$ cat src/logic/ers_defines.svh
// offsets, field positions and reset values of the electrode range status flags
`ifndef ERS_DEFINES_SVH
`define ERS_DEFINES_SVH

`define ERS_ADDR_W              6
`define ERS_DATA_W              24
`define ERS_ELECTRODE_RANGE_ADR 6'h1D
`define ERS_ELECTRODE_RST       24'h00_0000
`define ERS_FRAME_STATUS_RST    24'h00_0000
`define ERS_NUM_CHAN            5
`define ERS_CHAN_OOR_MSB        12
`define ERS_CHAN_OOR_LSB        8
`define ERS_OVER_DRIVE_BIT      23
`define ERS_OVER_LIMB_MSB       22
`define ERS_OVER_LIMB_LSB       18
`define ERS_OVER_COMMON_BIT     13
`define ERS_UNDER_DRIVE_BIT     12
`define ERS_UNDER_LIMB_MSB      11
`define ERS_UNDER_LIMB_LSB      7
`define ERS_UNDER_COMMON_BIT    2
`define ERS_NUM_LIMB            5

`endif

$ cat src/logic/ers_pkg.sv
// types of the electrode range status flags
`default_nettype none
package ers_pkg;
    // comparator levels of the drive, five limb and common electrodes
    typedef struct packed {
        logic       drive;
        logic [4:0] limb;
        logic       common;
    } ers_elec_t;

    typedef enum logic [1:0] {
        ERS_MODE_ELECTRODE = 2'h0,
        ERS_MODE_ANALOG_LEAD = 2'h1,
        ERS_MODE_DIGITAL_LEAD = 2'h3
    } ers_mode_t;

    typedef struct packed {
        logic [4:0] over;
        logic [4:0] under;
    } ers_chan_cmp_t;
endpackage
`default_nettype wire

$ cat src/logic/ers_status_flags.sv
// electrode range and per-channel out-of-range status flags
//
// Notes on behaviour
// - channels two to five flag bits 11..8
// - channel one flag sits at bit 12
// - flags sticky per frame, cleared on transfer
// - flags name electrode or lead per mode
// - electrode range register 0x1D, read-only, zero reset
// - over-range bits 23, 22..18, 13 above 2.4V
// - under-range bits 12, 11..7, 2 below 0.2V
// - each bit follows own fixed comparator
`timescale 1ns/1ps
`default_nettype none
`include "ers_defines.svh"
module ers_status_flags (
    input  wire logic                         mclk_i,
    input  wire logic                         srst_i,
    // comparator outputs from the analog side
    input  wire ers_pkg::ers_elec_t           over_cmp_i,
    input  wire ers_pkg::ers_elec_t           under_cmp_i,
    // per-channel range results from the conversion path
    input  wire logic                         conv_valid_i,
    input  wire logic [`ERS_NUM_CHAN-1:0]     chan_oor_i,
    input  wire ers_pkg::ers_mode_t           lead_mode_i,
    input  wire logic                         frame_load_i,
    // register read and write port of the serial interface
    input  wire logic                         rd_en_i,
    input  wire logic                         wr_en_i,
    input  wire logic [`ERS_ADDR_W-1:0]       addr_i,
    input  wire logic [`ERS_DATA_W-1:0]       wdata_i,
    output logic      [`ERS_DATA_W-1:0]       rdata_o,
    output logic                              rvalid_o,
    // status word handed to the serial output buffer
    output logic      [`ERS_DATA_W-1:0]       frame_status_o,
    output var ers_pkg::ers_mode_t            frame_mode_o
);
    // ------------------------------------------------------------
    // comparator synchronisers
    // ------------------------------------------------------------
    ers_pkg::ers_elec_t over_lvl, under_lvl;
    // a pin change reaches the register five clocks later

    ers_sync3 #(.W(7)) u_sync_over (
        .mclk_i  (mclk_i),
        .srst_i  (srst_i),
        .async_i (over_cmp_i),
        .level_o (over_lvl)
    );

    ers_sync3 #(.W(7)) u_sync_under (
        .mclk_i  (mclk_i),
        .srst_i  (srst_i),
        .async_i (under_cmp_i),
        .level_o (under_lvl)
    );

    // ------------------------------------------------------------
    // electrode range status register
    // ------------------------------------------------------------
    function automatic logic [`ERS_DATA_W-1:0] pack_elec(
        input ers_pkg::ers_elec_t ov,
        input ers_pkg::ers_elec_t un
    );
        logic [`ERS_DATA_W-1:0] w;
        w = `ERS_ELECTRODE_RST;
        w[`ERS_OVER_DRIVE_BIT]                      = ov.drive;
        w[`ERS_OVER_LIMB_MSB:`ERS_OVER_LIMB_LSB]    = ov.limb;
        w[`ERS_OVER_COMMON_BIT]                     = ov.common;
        w[`ERS_UNDER_DRIVE_BIT]                     = un.drive;
        w[`ERS_UNDER_LIMB_MSB:`ERS_UNDER_LIMB_LSB]  = un.limb;
        w[`ERS_UNDER_COMMON_BIT]                    = un.common;
        return w;
    endfunction

    logic [`ERS_DATA_W-1:0] elec_reg, elec_next;

    always_comb begin
        elec_next = pack_elec(over_lvl, under_lvl);
    end

    always_ff @(posedge mclk_i) begin
        if (srst_i) begin
            elec_reg <= `ERS_ELECTRODE_RST;
        end else begin
            elec_reg <= elec_next;
        end
    end

    // ------------------------------------------------------------
    // per-channel out-of-range accumulation
    // ------------------------------------------------------------
    logic [`ERS_NUM_CHAN-1:0] acc_reg, acc_next;
    logic [`ERS_NUM_CHAN-1:0] hit;

    always_comb begin
        // channel index means electrode or lead by mode
        hit      = conv_valid_i ? chan_oor_i : '0;
        acc_next = acc_reg | hit;
        if (frame_load_i) begin
            acc_next = '0;
        end
    end

    always_ff @(posedge mclk_i) begin
        if (srst_i) begin
            acc_reg <= '0;
        end else begin
            acc_reg <= acc_next;
        end
    end

    // ------------------------------------------------------------
    // frame copy handed to the serial output buffer
    // ------------------------------------------------------------
    logic [`ERS_NUM_CHAN-1:0] frm_reg, frm_next;

    always_comb begin
        frm_next = frm_reg;
        if (frame_load_i) begin
            frm_next = acc_reg | hit;
        end
    end

    always_ff @(posedge mclk_i) begin
        if (srst_i) begin
            frm_reg <= '0;
        end else begin
            frm_reg <= frm_next;
        end
    end

    // ------------------------------------------------------------
    // lead mode captured with the frame
    // ------------------------------------------------------------
    ers_pkg::ers_mode_t mode_reg, mode_next;

    always_comb begin
        mode_next = mode_reg;
        if (frame_load_i) begin
            mode_next = lead_mode_i;
        end
    end

    always_ff @(posedge mclk_i) begin
        if (srst_i) begin
            mode_reg <= ers_pkg::ERS_MODE_ELECTRODE;
        end else begin
            mode_reg <= mode_next;
        end
    end

    // ------------------------------------------------------------
    // frame status word
    // ------------------------------------------------------------
    // chan_oor_i[0] is channel one
    function automatic logic [`ERS_DATA_W-1:0] pack_chan(input logic [`ERS_NUM_CHAN-1:0] f);
        logic [`ERS_DATA_W-1:0] w;
        w = `ERS_FRAME_STATUS_RST;
        w[`ERS_CHAN_OOR_MSB] = f[0];
        for (int i = 1; i < `ERS_NUM_CHAN; i++) begin
            w[`ERS_CHAN_OOR_MSB - i] = f[i];
        end
        return w;
    endfunction

    assign frame_status_o = pack_chan(frm_reg);
    assign frame_mode_o   = mode_reg;

    // ------------------------------------------------------------
    // register read port
    // ------------------------------------------------------------
    // unmapped addresses read zero
    function automatic logic [`ERS_DATA_W-1:0] read_word(
        input logic [`ERS_ADDR_W-1:0] a,
        input logic [`ERS_DATA_W-1:0] e
    );
        logic [`ERS_DATA_W-1:0] w;
        w = `ERS_ELECTRODE_RST;
        if (a == `ERS_ELECTRODE_RANGE_ADR) begin
            w = e;
        end
        return w;
    endfunction

    logic [`ERS_DATA_W-1:0] rdata_reg, rdata_next;
    logic                   rvalid_reg, rvalid_next;

    always_comb begin
        rvalid_next = rd_en_i;
        rdata_next  = rdata_reg;
        if (rd_en_i) begin
            rdata_next = read_word(addr_i, elec_reg);
        end
    end

    always_ff @(posedge mclk_i) begin
        if (srst_i) begin
            rdata_reg  <= `ERS_ELECTRODE_RST;
            rvalid_reg <= 1'b0;
        end else begin
            rdata_reg  <= rdata_next;
            rvalid_reg <= rvalid_next;
        end
    end

    // ------------------------------------------------------------
    // write port
    // ------------------------------------------------------------
    // writes have no effect
    logic unused_wr;
    assign unused_wr = wr_en_i ^ (^wdata_i);

    assign rdata_o  = rdata_reg;
    assign rvalid_o = rvalid_reg;
endmodule // ers_status_flags
`default_nettype wire

$ cat src/logic/ers_sync3.sv
// three-stage synchroniser that accepts a change once stages two and three agree
`timescale 1ns/1ps
`default_nettype none
module ers_sync3 #(
    parameter int W = 1
) (
    input  wire logic         mclk_i,
    input  wire logic         srst_i,
    input  wire logic [W-1:0] async_i,
    output logic      [W-1:0] level_o
);
    logic [W-1:0] s1_reg, s2_reg, s3_reg, lvl_reg;
    logic [W-1:0] s1_next, s2_next, s3_next, lvl_next;

    always_comb begin
        s1_next  = async_i;
        s2_next  = s1_reg;
        s3_next  = s2_reg;
        lvl_next = lvl_reg;
        for (int i = 0; i < W; i++) begin
            if (s2_reg[i] == s3_reg[i]) begin
                lvl_next[i] = s3_reg[i];
            end
        end
    end

    always_ff @(posedge mclk_i) begin
        if (srst_i) begin
            s1_reg  <= '0;
            s2_reg  <= '0;
            s3_reg  <= '0;
            lvl_reg <= '0;
        end else begin
            s1_reg  <= s1_next;
            s2_reg  <= s2_next;
            s3_reg  <= s3_next;
            lvl_reg <= lvl_next;
        end
    end

    assign level_o = lvl_reg;
endmodule // ers_sync3
`default_nettype wire
$ cat config.mk
export PLATFORM = sky130hd
export DESIGN_NAME = ers_status_flags
export DESIGN_NICKNAME = d
export VERILOG_FILES = /design/src/logic/ers_pkg.sv /design/src/logic/ers_status_flags.sv /design/src/logic/ers_sync3.sv
export VERILOG_INCLUDE_DIRS = /design/src /design/src/logic
export SDC_FILE = /design/constraint.sdc
export NUM_CORES = 1
export LEC_CHECK = 0
export BUFFER_PORTS_ARGS = -buffer_cell sky130_fd_sc_hd__buf_2
export CAP_MARGIN = 20
export CORE_AREA = 5 5 108 110
export DETAILED_ROUTE_END_ITERATION = 8
export DIE_AREA = 0 0 113 115
export PLACE_DENSITY = 0.63
export RECOVER_POWER = 50
export SKIP_CTS_REPAIR_TIMING = 1
export SYNTH_ARGS = -nofsm -noshare
export SYNTH_HDL_FRONTEND = slang
export SYNTH_HIERARCHICAL = 1
export SYNTH_SLANG_ARGS = --single-unit
$ cat constraint.sdc
create_clock -name mclk_i -period 1.24 [get_ports mclk_i]
set_input_delay 0.062 -clock mclk_i [delete_from_list [all_inputs] [get_ports mclk_i]]
set_output_delay 0.062 -clock mclk_i [all_outputs]
set_load 0.1 [all_outputs]
# --- Yosys cells after proc, flatten, opt, wreduce, memory -nomap -nowiden ---
# Cells that the tools add are included.
# Widths: inputs -> output; s select.
totals:
  regBits: 117
  output_inout_bits: 51
  wordCells: 46
classes:
  eq_ne: 15
  muxes: 2
  n_bitwise: 1
  reduce_logical: 1
op_table:
  columns: ["cell", "n"]
  rows:
  - ["$mux 24", 1]
  - ["$eq 1x1->1", 14]
  - ["$eq 6x5->1 const B", 1]
  - ["$mux 5", 1]
  - ["$or 5x5->5", 1]
  - ["$reduce_or 2->1", 1]

# --- Longest topological paths before layout ---
# Gate-level depths: netlist of run 1.
depth:
  word_depth: 2
  ltp_mapped: 4

# --- Cells and area by module ---
# Netlist of run 1, hierarchy kept.
modules_own_cells:
  columns: ["module", "instances", "cells_per_inst", "area_each_um2", "seq_area_each_um2"]
  rows:
  - ["ers_sync3", 2, 73, 913.4, 560.5]
  - ["ers_status_flags", 1, 165, 1778.0, 820.8]

# --- Worst setup path after synthesis of run 1 ---
# Ideal clock, no wire load.
synth_path:
  path_type: "register to register"
  from: "reg, netlist name rdata_o[9]"
  to: "reg rdata_reg[9] (netlist: rdata_o[9])"
  arrival_time_ps: 1482
  required_time_ps: 1144
  slack_ps: -338
  stages_incl_launch_ff: 3
  n_path_buf: 0
  synth_period_minus_slack_ps: 1578
  path_cell_list: "dfxtp_1 or3b_2 o41ai_2"
synth_lines:
  columns: ["element", "line", "source"]
  rows:
  - ["end signal: assignment", "ers_status_flags.sv:198", "rdata_reg <= `ERS_ELECTRODE_RST;"]
  - ["end signal: assignment", "ers_status_flags.sv:201", "rdata_reg <= rdata_next;"]
  - ["end: declaration", "ers_status_flags.sv:185", "logic [`ERS_DATA_W-1:0] rdata_reg, rdata_next;"]

# --- Final worst setup path of run 1 ---
layout_path:
  from: "reg mode_reg[0] (netlist: frame_mode_o[0])"
  to: "out frame_mode_o[0]"
layout_lines:
  columns: ["element", "line", "source"]
  rows:
  - ["start: declaration", "ers_status_flags.sv:135", "ers_pkg::ers_mode_t mode_reg, mode_next;"]
  - ["start signal: assignment", "ers_status_flags.sv:146", "mode_reg <= ers_pkg::ERS_MODE_ELECTRODE;"]
  - ["start signal: assignment", "ers_status_flags.sv:148", "mode_reg <= mode_next;"]
  - ["end: declaration", "ers_status_flags.sv:35", "output var ers_pkg::ers_mode_t frame_mode_o"]
# No word-level cell between the ends.

==> results of run 1 <==
==> cell usage in the layout (no fill, tap or decap), types with 7 or more instances in the layout <==
cell type      instances
dfxtp_1               78
dlygate4sd3_1         16
nor2b_1               25
a21oi_2               13
clkbuf_8              11
inv_1                 14
nor2b_2               20
o41ai_2               10
nor2_1                 7
conb_1                29
nand2_1               14
dfxtp_2               15
buf_2                 51
o21ai_0               14
or3b_1                 9
==> metal layers <==
layer  part of all wire (%)  up-vias
met5                      0        -
li1                       -     1102
met4                    3.0        0
met2                     45       54
met1                     47      936
met3                    5.3       13
==> where the power goes <==
group	total (mW)	leakage (nW)	internal [mW]	switching, mW
Sequential	3.21	0.801	3.18	0.0268
Combinational	0.815	0.793	0.157	0.658
Clock	2.26	0.120	1.24	1.02
==> through the flow <==
step	hold slack, ns	utilization [%]	instances	total power, mW
3_3_place_gp	0.2718	36.38	493	4.071
2_1_floorplan	0.1872	-	339	4.070
6_report	0.01477	39.64	525	6.284
3_5_place_dp	0.2711	36.38	493	4.081
5_1_grt	0.05257	39.64	525	6.569
4_1_cts	-0.1191	38.53	509	6.355
==> synthesized netlist by cell type (4+ instances only) <==
cell / count / area [um2]
nor2b_4: 8 / 110.1
o41ai_2: 10 / 162.7
o41ai_1: 4 / 35.03
dfxtp_1: 97 / 1942
and2b_1: 6 / 45.04
nor3_1: 5 / 25.02
a21oi_1: 5 / 25.02
a21oi_2: 14 / 122.6
nor2b_2: 18 / 157.7
or3b_1: 9 / 78.83
buf_2: 4 / 20.02
nor2_1: 7 / 26.28
nand2_1: 14 / 52.55
a211oi_1: 5 / 37.54
o21ai_0: 14 / 70.07
nor2b_1: 25 / 156.4
buf_6: 10 / 112.6
or3b_2: 5 / 43.79
inv_1: 14 / 52.55
buf_4: 29 / 217.7
==> worst min-delay path by stage <==
| stage | cells past startpoint | slack, ns | to | from |
|---|---|---|---|---|
| floorplan | 1 | 0.19 | u_sync_over/s1_reg[0] | over_cmp_i[0] |
| global placement | 2 | 0.27 | u_sync_over/s1_reg[2] | over_cmp_i[2] |
| detailed placement | 2 | 0.27 | u_sync_under/s1_reg[0] | under_cmp_i[0] |
| CTS | 2 | -0.12 | u_sync_under/s1_reg[2] | under_cmp_i[2] |
| global route | 3 | 0.05 | acc_reg[2] | chan_oor_i[2] |
| finish | 3 | 0.01 | acc_reg[4] | chan_oor_i[4] |
==> layout make-up <==
cell class | count | area, um2 | share of cell area (%)
clock buffers | 11 | 151.4 | 3.602
well taps | 140 | 175.2 | 4.168
repair buffers | 76 | 464.2 | 11.04
clock inverters | 5 | 76.32 | 1.816
multi-input cells | 182 | 1308 | 31.11
inverters | 14 | 52.55 | 1.250
flip-flops and latches | 97 | 1976 | 47.01
==> cell families after synthesis <==
| group | Yosys count |
|---|---|
| AND/OR/NAND/NOR | 99 |
| flip-flops | 97 |
| buffers and inverters | 60 |
| AO/OA/AOI/OAI | 52 |
| multiplexers | 2 |
| other | 1 |
==> results.py, run 1 <==
metrics = {
    "route": {
        "via_per_inst": 4.010,
        "wl_per_cell_um": 10.72,
        "drt_iter0_markers": 76,
        "drc_errors": 0,
        "ant_nets": 0,
        "vias": 2105,
        "wl_um": 5627,
        "drt_pass1_iterations": 4,
    },
    "pwr": {
        "power.density_mw_per_mm2": 1495,
        "peakVddDrop_v": 0.0005155,
        "p_leak_nw": 1.714,
    },
    "clocking": {
        "numClockSinks": 97,
        "insertion_delay_ns": 0.36,
        "cts_inserted_buffers": 9,
        "clockRootBuffer": "clkbuf_8",
        "htree_levels": 3,
        "cts_tree": "done",
        "clk_pin_slew_ns": 0.08,
        "clock_path_buffers": 2,
    },
    "timing": {
        "max_freq_mhz": 840.0,
        "rsz0062_at_grt": "no",
        "finalSetupTns_ns": 0,
        "finalCritPeriodShare_pct": 96.01,
        "finalHoldViolCount": 0,
        "slew_headroom_pct": 58.06,
        "worst_pin_slew_ns": 0.6291,
        "min_period_ns": 1.191,
        "setup_viol": 0,
        "fin_ws_ns": 0.04950,
        "drv_slew": 0,
        "skew_ns": 0.004571,
    },
    "critical_path": {
        "worst_setup_path_start_kind": "flop",
        "worst-path-buf-inv": 1,
        "cp_num_cells": 1,
        "critical_path.endpoint": "frame_mode_o[0]",
        "ff2ff_setup_slack_ns": 0.29,
        "r2r_end": "rdata_o[8]",
        "crit_type": "reg -> out",
        "cp_data_arrival_time_ns": 1.13,
        "endpoint_kind": "output pin",
        "cp_top_family": "buffers and inverters",
        "reg2regPathDepth": 2,
        "startpoint": "frame_mode_o[0]",
        "critPathRequiredTime_ns": 1.18,
        "crit_path_max_incr_delay_ns": 0.43,
        "cp_slowest_cell": "buf_2",
        "r2r-start": "rdata_o[8]",
        "crit_fanout": 2,
        "crit_chain": "buf_2",
    },
    "yosys": {
        "synth-edff-count": 0,
        "yosys.area_share.adder_pct": 0,
        "synthMuxAreaShare_pct": 0.5554,
        "synth-compound-area-share_pct": 12.57,
        "ys_ff_latch": 97,
        "synth-xor-area-share_pct": 0,
        "synth_top_family_by_area": "simple AND/OR/NAND/NOR gates",
        "yosysWarnings": 6,
        "syn_area_per_cell_um2": 11.59,
        "synthFlopType": "dfxtp_1",
        "syn_area_mm2": 0.003605,
        "ys_types": 26,
        "synthArstFlopShare_pct": 0,
        "ys_seq_area_share_pct": 53.87,
        "synth-simple-area-share_pct": 20.51,
        "synthCells": 311,
    },
    "floorplanning": {
        "die_x_um": 113,
        "core_area_mm2": 0.01060,
        "ios": 108,
        "start_util_pct": 34.00,
        "rows": 38,
        "chipHeight_um": 115,
        "die_area_mm2": 0.01300,
    },
    "grt": {
        "busiest_layer": "met2",
        "gr-total-overflow": 0,
        "gr-usage-met1_pct": 11.39,
        "grt_usage_pct": 9.089,
        "grt_pass1_wl_um": 9335,
        "met3_usage_pct": 1.632,
        "antenna_found_initial": 0,
        "grt_pass1_vias": 1954,
        "grt_max_degree": 60,
        "use_met2_pct": 14.14,
    },
    "place": {
        "gp_congestion": 0.7000,
        "io_buffers": 53,
        "place_ws_ns": 0.09099,
        "place_area_mm2": 0.003857,
        "dp_hpwl_um": 3872,
    },
    "cells_and_area": {
        "area_growth_pct": 16.59,
        "antenna_cells": 0,
        "drive_gt1_share_pct": 37.92,
        "num-fill-cells": 1016,
        "num-nets-final": 437,
        "design_area_mm2": 0.004203,
    },
    "run_status": {
        "outcome": "finished, final reports clean",
    },
    "job": {
        "drv_cap": 0,
    },
    "hold_path": {
        "hp-class": "in -> reg",
    },
}
No activity file was read; power rests on OpenSTA's default activity.
==> run 2, diff against run 1 <==
- clock period: 1.24 -> 1.1 ns (I/O delays scaled with it)
==> results.py, run 2 (synthesis results as in run 1) <==
metrics = {
    "timing": {
        "max_freq_mhz": 1021,
        "drv_slew": 0,
        "finalHoldViolCount": 2,
        "rsz0062_at_grt": "no",
        "setup_viol": 0,
        "finalCritPeriodShare_pct": 89.04,
        "skew_ns": 0.007961,
        "whs_ns": -0.005787,
        "min_period_ns": 0.9795,
    },
    "clocking": {
        "clk_pin_slew_ns": 0.09,
        "insertion_delay_ns": 0.36,
        "clockRootBuffer": "clkbuf_8",
        "htree_levels": 3,
        "cts_tree": "done",
        "cts_inserted_buffers": 9,
        "clock_path_buffers": 2,
        "numClockSinks": 97,
    },
    "hold_path": {
        "hold_start": "chan_oor_i[1]",
        "hp-class": "in -> reg",
        "hold-path-endpoint": "acc_reg[1]",
        "hold_path_depth": 3,
    },
    "floorplanning": {
        "ios": 108,
        "die_area_mm2": 0.01300,
        "chipHeight_um": 115,
        "core_area_mm2": 0.01060,
        "die_x_um": 113,
        "start_util_pct": 34.00,
        "rows": 38,
    },
    "cells_and_area": {
        "antenna_cells": 0,
        "design_area_mm2": 0.004582,
        "final_common_cell": "dfxtp_1",
        "num-nets-final": 440,
        "fin_cells": 528,
        "final_cell_mix": "77 x dfxtp_1, 32 x nor2b_1, 29 x conb_1, 29 x buf_2, 25 x buf_12",
        "area_growth_pct": 27.11,
        "drive_gt1_share_pct": 37.89,
    },
    "critical_path": {
        "cp_slowest_cell": "dfxtp_1",
        "crit_chain": "buf_12",
        "cp_data_arrival_time_ns": 0.92,
        "ff2ff_setup_slack_ns": 0.12,
        "critPathRequiredTime_ns": 1.04,
        "crit_fanout": 2,
        "reg2regPathDepth": 2,
        "startpoint": "frame_mode_o[0]",
        "r2r_end": "rdata_o[9]",
        "r2r-start": "rdata_o[9]",
        "crit_type": "reg -> out",
        "crit_path_max_incr_delay_ns": 0.38,
        "endpoint_kind": "output pin",
        "worst-path-buf-inv": 1,
        "cp_top_family": "flip-flops",
        "worst_setup_path_start_kind": "flop",
    },
    "grt": {
        "grt_usage_pct": 8.878,
        "grt_max_degree": 28,
        "grt_pass1_vias": 1954,
        "gr-total-overflow": 0,
        "antenna_found_initial": 0,
        "grt_pass1_wl_um": 9011,
    },
    "place": {
        "io_buffers": 53,
        "dp_hpwl_um": 4071,
        "dp_cells": 495,
        "place_area_mm2": 0.004263,
        "gp_congestion": 0.6968,
    },
    "pwr": {
        "power.density_mw_per_mm2": 1504,
        "switching_share_pct": 28.64,
        "p_leak_nw": 1.789,
        "internal_power_mw": 4.916,
        "total_power_mw": 6.889,
        "p_sw_mw": 1.973,
        "seq_power_share_pct": 52.4,
        "comb_power_share_pct": 14.4,
        "p_clk_share_pct": 33.2,
        "peakVddDrop_v": 0.0005423,
    },
    "job": {
        "drv_cap": 0,
    },
    "route": {
        "drc_errors": 0,
        "wl_um": 5840,
        "vias": 2140,
        "drt_iter0_markers": 63,
        "via_per_inst": 4.053,
        "wl_per_cell_um": 11.06,
        "drt_pass1_iterations": 4,
        "ant_nets": 0,
    },
    "run_status": {
        "violations": "negative hold slack",
        "outcome": "complete, but fails checks",
    },
}
-- run 2: cell types whose count changed in the layout (fill, tap and decap cells not counted), sizes merged --
cell / change
clkinvlp: +2
bufinv: -2
clkinv: -1
buf: +8
clkbuf: -5
dlygate4sd3: +1
-- run 2: per-layer routing --
metal | GRT usage (%) | share of wire [%] | routed length, um | up-vias
li1 | - | - | - | 1122
met1 | 10.31 | 44 | 2576 | 946
met2 | 14.02 | 47 | 2752 | 61
met3 | 2.526 | 5.9 | 347 | 11
met4 | 6.490 | 2.8 | 164 | 0
met5 | 0 | 0 | 0 | -
-- run 2: area by class of cell --
cell class / instances / area, um2
clock buffer: 12 / 176.4
clock inverter: 4 / 32.53
fill: 1022 / 6021
inverter: 14 / 52.55
multi-input combinational: 182 / 1274
sequential: 97 / 1999
tap: 140 / 175.2
timing repair buffer: 79 / 872.1
-- run 2: power groups by stage --
| stage | sequential, mW | combinational (mW) | clock, mW |
|---|---|---|---|
| finish | 3.61 | 0.993 | 2.29 |
| global route | 3.62 | 1.04 | 2.56 |
| CTS | 3.61 | 0.974 | 2.39 |
| detailed placement | 3.70 | 0.974 | 0 |
| global placement | 3.69 | 0.965 | 0 |
| floorplan | 3.81 | 0.754 | 0 |
-- run 2: worst min-delay path: stages --
cell	delay (ns)
buf_2	0.08
a21oi_1	0.07
nor3_1	0.11
-- run 2: per-stage QoR --
step / setup TNS, ns / worst slack, ns / util [%] / hold slack, ns
6_report: 0 / 0.1205 / 43.21 / -0.005787
5_1_grt: 0 / 0.06164 / 43.21 / 0.006959
4_1_cts: 0 / 0.1069 / 42.18 / -0.1312
3_5_place_dp: 0 / 0.03920 / 40.21 / 0.2642
3_3_place_gp: 0 / 0.1053 / 40.21 / 0.2653
2_1_floorplan: -0.1822 / -0.1822 / - / 0.1802
-- run 2: how the worst max path moves through the flow --
stage,slack [ns],to,cells after the start
3_3_place_gp,0.11,rdata_o[8],3
5_1_grt,0.06,frame_mode_o[0],1
2_1_floorplan,-0.18,rdata_o[9],2
6_report,0.12,frame_mode_o[0],1
3_5_place_dp,0.04,rdata_o[8],3
4_1_cts,0.11,rdata_o[9],1
